==> src/core/qdf_pkg.sv <==
// Purpose: shared constants for the quadrature decoder front end
// Assumes: 100 MHz peripheral clock in the documented device, 125 MHz here
// Notes: times kept in their own units, cycle counts derived below
package qdf_pkg;
    localparam int CLK_PERIOD_PS = 8000;
    localparam int PCLK_PERIOD_PS = 10000;
    localparam longint GLITCH_REJECT_PS = 64'h0000_0004_A817_C800;
    // counter width for up to 20 ms of noise at the clock period
    localparam int FLT_WIDTH = $clog2(GLITCH_REJECT_PS / CLK_PERIOD_PS);
    localparam int FLT_EXTRA = 2;
    localparam int POS_WIDTH = 32;
    localparam int WDT_WIDTH = 32;
    localparam int SYNC_STAGES = 2;
    // decode stays off this many cycles after reset while pin levels settle
    localparam int SETTLE_CYCLES = SYNC_STAGES + 2;
    localparam logic [1:0] PHASE_RESET = 2'h0;
    localparam logic [31:0] POS_RESET = 32'h0000_0000;
    localparam logic [31:0] WDT_RESET = 32'h0000_0000;
    typedef enum logic {
        QDF_MODE_ENCODER,
        QDF_MODE_CAPTURE
    } qdf_mode_type;
endpackage : qdf_pkg

==> src/core/qdf_frontend.sv <==
// Purpose: filter, edge select, swap and decode quadrature inputs with position and stall watchdog
// Assumes: encoder pins asynchronous to sys_clk; control bits static or quasi-static
// Notes: capture path only gets its selected phase; timestamp logic lives elsewhere
`timescale 1ns/1ns

module qdf_frontend #(
    parameter int FLT_W = qdf_pkg::FLT_WIDTH,
    parameter int POS_W = qdf_pkg::POS_WIDTH,
    parameter int WDT_W = qdf_pkg::WDT_WIDTH
) (
    input wire logic sys_clk,
    input wire logic rstn,
    input wire logic firstQuadratureInput,
    input wire logic secondQuadratureInput,
    input wire logic indexInput,
    input wire logic encoderEnable,
    input wire logic encoderMode,
    input wire logic noiseFilterEnable,
    input wire logic [2:0] inputFilterSelect,
    input wire logic [2:0] inputEdgePolarity,
    input wire logic phaseSwapSelect,
    input wire logic [FLT_W-1:0] glitchFilterLength,
    input wire logic [WDT_W-1:0] watchdogCompare,
    input wire logic phaseErrorClear,
    output logic loadPulse,
    output logic upDown,
    output logic phaseError,
    output logic [POS_W-1:0] position,
    output logic watchdogTimeout,
    output logic captureSignal,
    output logic indexSignal
);
    // widths past 32 would outgrow the reset constants; settle count fits three bits
    if (FLT_W < 2 || POS_W < 2 || WDT_W < 2 || POS_W > 32 || WDT_W > 32
            || qdf_pkg::SETTLE_CYCLES > 7) begin : g_bad_param
        $error("qdf_frontend: unsupported width");
    end

    // ----------------------------------------
    // synchronisers
    // ----------------------------------------
    logic [2:0] syncFirst;
    logic [2:0] syncSecond;
    logic [2:0] rawIn;
    always_ff @(posedge sys_clk or negedge rstn) begin
        if (!rstn) begin
            syncFirst <= 3'h0;
            syncSecond <= 3'h0;
        end else begin
            syncFirst <= {indexInput, secondQuadratureInput, firstQuadratureInput};
            syncSecond <= syncFirst;
        end
    end
    assign rawIn = syncSecond;

    // pin levels are unknown to the decoder when reset lifts; hold decode off
    // until both flops and the filters carry real levels, else a false edge counts
    // limitation: a pin edge inside this short window is absorbed, not counted
    logic [2:0] settleCount;
    logic settled;
    assign settled = (settleCount == 3'(qdf_pkg::SETTLE_CYCLES));
    always_ff @(posedge sys_clk or negedge rstn) begin
        if (!rstn) begin
            settleCount <= 3'h0;
        end else if (!settled) begin
            settleCount <= settleCount + 3'h1;
        end
    end

    // ----------------------------------------
    // noise filters
    // ----------------------------------------
    // a new level must stand longer than length plus two cycles before it passes
    logic [2:0] filtered;
    genvar gi;
    generate
        for (gi = 0; gi < 3; gi++) begin : g_filter
            logic held;
            logic [FLT_W:0] stable;
            logic useFilter;
            assign useFilter = noiseFilterEnable && inputFilterSelect[gi];
            always_ff @(posedge sys_clk or negedge rstn) begin
                if (!rstn) begin
                    held <= 1'b0;
                    stable <= '0;
                end else if (!useFilter || !settled || rawIn[gi] == held) begin
                    held <= rawIn[gi];
                    stable <= '0;
                end else if (stable >= {1'b0, glitchFilterLength} + (FLT_W+1)'(qdf_pkg::FLT_EXTRA)) begin
                    held <= rawIn[gi];
                    stable <= '0;
                end else begin
                    stable <= stable + (FLT_W+1)'(1);
                end
            end
            assign filtered[gi] = useFilter ? held : rawIn[gi];
        end
    endgenerate

    // ----------------------------------------
    // edge select and swap
    // ----------------------------------------
    logic [2:0] polar;
    logic first_quadrature_input;
    logic second_quadrature_input;
    assign polar = filtered ^ ~inputEdgePolarity;
    assign first_quadrature_input = phaseSwapSelect ? polar[1] : polar[0];
    assign second_quadrature_input = phaseSwapSelect ? polar[0] : polar[1];

    always_ff @(posedge sys_clk or negedge rstn) begin
        if (!rstn) begin
            captureSignal <= 1'b0;
            indexSignal <= 1'b0;
        end else begin
            captureSignal <= first_quadrature_input && (encoderMode == qdf_pkg::QDF_MODE_CAPTURE);
            indexSignal <= polar[2];
        end
    end

    // ----------------------------------------
    // direction decoding
    // ----------------------------------------
    logic active;
    logic [1:0] prevState;
    logic [1:0] curState;
    logic [1:0] change;
    logic next_upDown;
    assign active = settled && encoderEnable && (encoderMode == qdf_pkg::QDF_MODE_ENCODER);
    assign curState = {first_quadrature_input, second_quadrature_input};
    assign change = curState ^ prevState;

    // leading A: a moving A takes the level B does not hold, a moving B takes A's level
    function automatic logic dir_of(input logic [1:0] prev, input logic [1:0] cur, input logic oldDir);
        logic d;
        d = oldDir;
        if (cur[1] != prev[1]) begin
            d = (cur[1] != prev[0]);
        end else if (cur[0] != prev[0]) begin
            d = (cur[0] == prev[1]);
        end
        return d;
    endfunction : dir_of

    always_comb begin
        next_upDown = upDown;
        if (change == 2'h3) begin
            next_upDown = upDown;
        end else if (change != 2'h0) begin
            next_upDown = dir_of(prevState, curState, upDown);
        end
    end

    always_ff @(posedge sys_clk or negedge rstn) begin
        if (!rstn) begin
            prevState <= qdf_pkg::PHASE_RESET;
            upDown <= 1'b1;
            loadPulse <= 1'b0;
        end else begin
            prevState <= curState;
            loadPulse <= active && (change == 2'h1 || change == 2'h2);
            if (active) begin
                upDown <= next_upDown;
            end
        end
    end

    always_ff @(posedge sys_clk or negedge rstn) begin
        if (!rstn) begin
            phaseError <= 1'b0;
        end else if (active && change == 2'h3) begin
            phaseError <= 1'b1;
        end else if (phaseErrorClear || !encoderEnable) begin
            phaseError <= 1'b0;
        end
    end

    // ----------------------------------------
    // position and watchdog
    // ----------------------------------------
    always_ff @(posedge sys_clk or negedge rstn) begin
        if (!rstn) begin
            position <= qdf_pkg::POS_RESET[POS_W-1:0];
        end else if (loadPulse) begin
            position <= upDown ? position + POS_W'(1) : position - POS_W'(1);
        end
    end

    // counts only while decoding, so capture mode never reports a stall
    logic [WDT_W-1:0] wdtCount;
    always_ff @(posedge sys_clk or negedge rstn) begin
        if (!rstn) begin
            wdtCount <= qdf_pkg::WDT_RESET[WDT_W-1:0];
            watchdogTimeout <= 1'b0;
        end else begin
            wdtCount <= (loadPulse || !active) ? '0 : wdtCount + WDT_W'(1);
            if (loadPulse || !active) begin
                watchdogTimeout <= 1'b0;
            end else if (wdtCount == watchdogCompare) begin
                watchdogTimeout <= 1'b1;
            end
        end
    end
endmodule : qdf_frontend

==> config.mk <==
export PLATFORM = sky130hd
export DESIGN_NAME = qdf_frontend
export DESIGN_NICKNAME = d
export VERILOG_FILES = /design/src/core/qdf_pkg.sv /design/src/core/qdf_frontend.sv
export SDC_FILE = /design/constraint.sdc
export NUM_CORES = 1
export LEC_CHECK = 0
export BUFFER_PORTS_ARGS = -buffer_cell sky130_fd_sc_hd__buf_2
export CORE_MARGIN = 8
export CORE_UTILIZATION = 31
export DETAILED_ROUTE_END_ITERATION = 7
export GPL_TIMING_DRIVEN = 0
export HOLD_SLACK_MARGIN = 0.02
export PLACE_DENSITY = 0.49
export REMOVE_ABC_BUFFERS = 1
export SYNTH_ARGS = -nofsm -noshare
export SYNTH_HDL_FRONTEND = slang
export SYNTH_SLANG_ARGS = --single-unit
==> constraint.sdc <==
create_clock -name sys_clk -period 4.9 [get_ports sys_clk]
set_input_delay 0.49 -clock sys_clk [delete_from_list [all_inputs] [get_ports sys_clk]]
set_output_delay 0.49 -clock sys_clk [all_outputs]
set_load 0.005 [all_outputs]
Yosys cells after proc, flatten, opt, wreduce, memory -nomap -nowiden
Cells that the tools add are included.

storage, ports and cells
  latch bits = 0
  bits in registers = 153
  bits in writable memories = 0
  bits in read-only memories = 0
  output and inout port bits = 38
  memories kept = 0
  input bits = 70

cells by class
  add/sub/neg operators = 8
  $lt $le $gt $ge = 3
  multiply operators = 0
  muxes and demuxes = 25
  div/mod/pow operators = 0
  reductions and logical operators = 31
  bitwise logic cells = 5
  shift-type cells = 0
  eq/ne operators = 12

operators with widths
  kind                                                 count
  2-to-1 mux 23 bit                                    6
  adder 23 x 1 -> 23 bit (second input constant)       3
  greater-or-equal comparator 23 bit                   3
  adder 32 x 1 -> 32 bit (second input constant)       2
  2-to-1 mux 32 bit                                    2
  == test 32 bit                                       1
  subtractor 32 x 1 -> 32 bit (second input constant)  1
  adder 22 x 2 -> 23 bit (second input constant)       1
  2-to-1 mux 1 bit                                     17
  nonzero test 2 bit                                   7
  logical OR 1 bit                                     9
  logical AND 1 bit                                    8
  zero test 1 bit                                      6
  == test 1 bit                                        4
  == test 2 bit (second input constant)                2
  AND reduction 4 bit                                  1
  adder 3 x 1 -> 3 bit (second input constant)         1
  == test 3 bit (second input constant)                1
  != test 1 bit                                        3
  NOT 3 bit                                            1
  bitwise XOR 3 bit                                    1
  == test 2 x 1 -> 1 bit (second input constant)       1
  NOT 1 bit                                            2
  bitwise XOR 2 bit                                    1

Longest topological paths before layout
  depth in word-level cells = 8
  mapped depth = 14
  mapped depth without buffers = 12

Worst setup path after synthesis
No wires, ideal clock.

  kind = register -> register
  from = register upDown
  to = register position[28]
  slack = 1252 ps
  setup time = 135 ps
  stages on the path, launching flop included = 12
  buffers on the path = 0
  data arrival time = 3513 ps
  cell sequence = dfstp_2 inv_1 fa_1 a21o_1 a21o_1 a211oi_1 o31ai_1 a21oi_1 o311ai_0 a221o_1 a211oi_1 o31ai_1

on the way
  longest elaborated chain between the ends = 1

ends and longest elaborated chain
  item                    RTL line             text
  from (decl)             qdf_frontend.sv:26   output logic upDown,
  from (signal assigned)  qdf_frontend.sv:162  upDown <= next_upDown;
  2-to-1 mux 32 bit       qdf_frontend.sv:184  position <= upDown ? position + POS_W'(1) : position - POS_W'(1);
  to (signal assigned)    qdf_frontend.sv:182  position <= qdf_pkg::POS_RESET[POS_W-1:0];
  to (signal assigned)    qdf_frontend.sv:184
  to (decl)               qdf_frontend.sv:28   output logic [POS_W-1:0] position,

No other way between the ends.
A chain may end at the register's enable or synchronous reset.

Final worst setup path
Same ends and word-level chain as after synthesis.

==> reports/results.ini <==
[finish]
nets=1381
antennaDiodeCount=0
multi_input_area_mm2=0.00653
seq_area_mm2=0.00383
fin_util=0.360
nFillCells=3496
area_growth_pct=15.5
drive_gt1_frac=0.147

[global_routing]
grt_pass1_vias=8351
grt_overflow=0
grt_max_degree=90
grt_antenna_before_repair=2
grt_first_pass_wirelength_um=43500
grt_usage=0.131

[outcome]
status=complete, no violations

[setup_path]
regToRegEndpoint=position[28]
critPathCaptureType=register
startpoint_type=register
cp-startpoint=upDown
crit_type=reg2reg
r2r_cells=11
reg2reg_slack_ns=0.42
worstPathMaxFanout=31
arrival_ns=4.78
crit_required_ns=5.19
r2r-start=upDown

[synthesis]
syn-cell-area_mm2=0.0106
synth_seq_area_share=0.360
synth_warnings=0
synthTopCellsByArea=dfrtp_1, xnor2_1, ha_1
ys.flop_type=dfrtp_1
syn_inst=1143
synth-async-reset-ratio=1.00
synth_edf_count=0
synth_top_area_share=0.358
synth.distinct_cells=69
syn_area_per_cell_um2=9.30
yosys_register_bits=153
synth.largest_area_cell=dfrtp_1

[clock_network]
insertion_delay_ns=0.45
h-tree-depth=4
cts_made_buffers=17
cts_tree=built
root_buffer=clkbuf_16
cts.sinks=153
cts.path.max_buffers=2
path_clk_slew_ns=0.07

[sta]
setup_viol=0
clock_skew_ns=0.0177
hold_viol=0
final_max_slew_viol_count=0
fmax_mhz=223
relSlewSlack=0.137
timing.final.crit_share=0.915
hold_slack_ns=0.154
rsz0062_at_grt=no
min_period_ns=4.48
worst_pin_slew_ns=1.29

[hold_path]
min_from=secondQuadratureInput
min_path_type=in2reg
min_path_cells=1
hold_end=syncFirst[1]

[power]
finalPower_mw=5.51
p_seq_frac=0.288
p_int_mw=3.38
ir_worst_vdd_mv=0.256
p_leak_nw=5.25
netSwitchingFraction=0.388
power_frac_clock=0.247
p_sw_mw=2.14
p_comb_frac=0.465
power.density_mw_per_mm2=449

[floorplanning]
core_mm2=0.0341
fp-row-count=68
floorplan.initialDensity=0.311
io_pins=108
dieArea_mm2=0.0405
die_h_um=201
die_w_um=201

[placement]
routabilityCongestion=0.804
port_buffers=107
dp_hpwl_um=19600

[detailed_routing]
via_count=8304
antenna_left=0
firstDrtPassIters=5
drt_iter0_drc=416
drc=0
routedWlPerCell_um=15.3
viasPerCell=4.87
drt_wl_total_um=26000

[flow_run]
maxCapViolCount=0

-- worst max path at each step --
stage	endpoint	slack, ns	cells past startpoint
final	position[28]	0.42	11
after global routing	position[28]	0.03	11
after CTS	position[28]	0.37	11
after detailed placement	g_filter[0].held	0.38	13
after global placement	g_filter[2].held	-0.25	13
after floorplan	g_filter[2].held	0.98	12
-- sequential cells by signal (all words and copies together) (netlist names), 2 cells and up --
| signal | flops |
|---|---|
| g_filter.stable | 69 |
| position | 32 |
| wdtCount | 32 |
| g_filter.held | 3 |
| rawIn | 3 |
| settleCount | 3 |
| syncFirst | 3 |
| prevState | 2 |
-- through the flow --
step           cells  setup TNS (ns)  area (um^2)  setup WS (ns)
2_1_floorplan   1109               0        10500          0.982
3_3_place_gp    1671          -0.957        11600         -0.254
3_5_place_dp    1673               0        11700          0.379
4_1_cts         1706               0        12300          0.369
5_1_grt         1706               0        12300         0.0346
6_report        1706               0        12300          0.417
-- kinds of logic after synthesis --
family / count (synthesis) / share of synthesized area
XOR/XNOR: 194 / 0.170
adder cells (fa/ha/maj): 86 / 0.0996
AO/OA/AOI/OAI: 180 / 0.115
flip-flops: 153 / 0.360
buffers and inverters: 72 / 0.0263
multiplexers: 32 / 0.0332
AND/OR/NAND/NOR: 426 / 0.196
-- critical path: stages, from the launching register on --
cell and delay [ns]:
dfstp_2 0.59, inv_1 0.54, fa_1 0.68, a21o_1 0.19, a21o_1 0.21, a211oi_1 0.49
o31ai_1 0.13, a21oi_1 0.43, o311ai_0 0.29, a221o_1 0.41, a211oi_1 0.25, o31ai_1 0.09
-- cells in the mapped netlist (20+ instances only) --
| master | n |
|---|---|
| nand2_1 | 69 |
| inv_1 | 38 |
| nand3_1 | 55 |
| nand4_1 | 30 |
| o21ai_0 | 29 |
| a21oi_1 | 39 |
| dfrtp_1 | 152 |
| a21o_1 | 29 |
| clkbuf_1 | 23 |
| and3_1 | 24 |
| ha_1 | 72 |
| mux2_2 | 20 |
| xnor2_1 | 120 |
| xor2_1 | 66 |
| nor2_1 | 155 |
-- routing by layer --
| layer | vias up | wire (um) | track usage |
|---|---|---|---|
| met5 | - | 22 | 0 |
| met4 | 4 | 276 | 0.0350 |
| met3 | 24 | 1060 | 0.0343 |
| met2 | 99 | 12100 | 0.211 |
| met1 | 3951 | 12600 | 0.171 |
| li1 | 4226 | - | - |
-- final cells by class --
type / count / share of cell area
Inverter: 38 / 0.0116
Multi-Input combinational cell: 918 / 0.532
Timing Repair Buffer: 110 / 0.0498
Tap cell: 455 / 0.0464
Clock inverter: 14 / 0.0132
Sequential cell: 153 / 0.312
Clock buffer: 18 / 0.0350
-- power groups by stage --
stage	Sequential, mW	Clock [mW]	Combinational [mW]
global route	1.61	1.47	2.90
detailed placement	1.62	0	2.57
finish	1.59	1.36	2.56
CTS	1.59	1.41	2.59
floorplan	1.58	0	1.92
global placement	1.61	0	2.55
-- placed cells by master, fill, tap and decap left out, drive strengths merged, types with 9 or more instances in the layout --
cell / synthesis / final
xnor2: 120 / 120
clkbuf: 23 / 18
and4: 10 / 10
a21o: 29 / 29
nor4: 10 / 10
or3: 17 / 17
nor2: 155 / 155
xor2: 67 / 67
mux2: 23 / 23
maj3: 13 / 13
and2: 9 / 9
mux2i: 9 / 9
and3: 24 / 24
a21oi: 40 / 40
buf: 11 / 109
inv: 38 / 44
a31oi: 10 / 10
nand4: 32 / 32
nor2b: 10 / 10
nand2: 69 / 69
ha: 72 / 72
o21ai: 31 / 31
a211oi: 10 / 10
nand3: 55 / 55
dfrtp: 152 / 152
nor3: 17 / 17
-- what timing repair did --
action / CTS / global route
hold buffers: 1 / 0
hold endpoints to repair: 20 / 0
buffers inserted: 0 / 0
gates resized for setup: 0 / 0
Note: power is estimated with default switching activity, not from simulation.
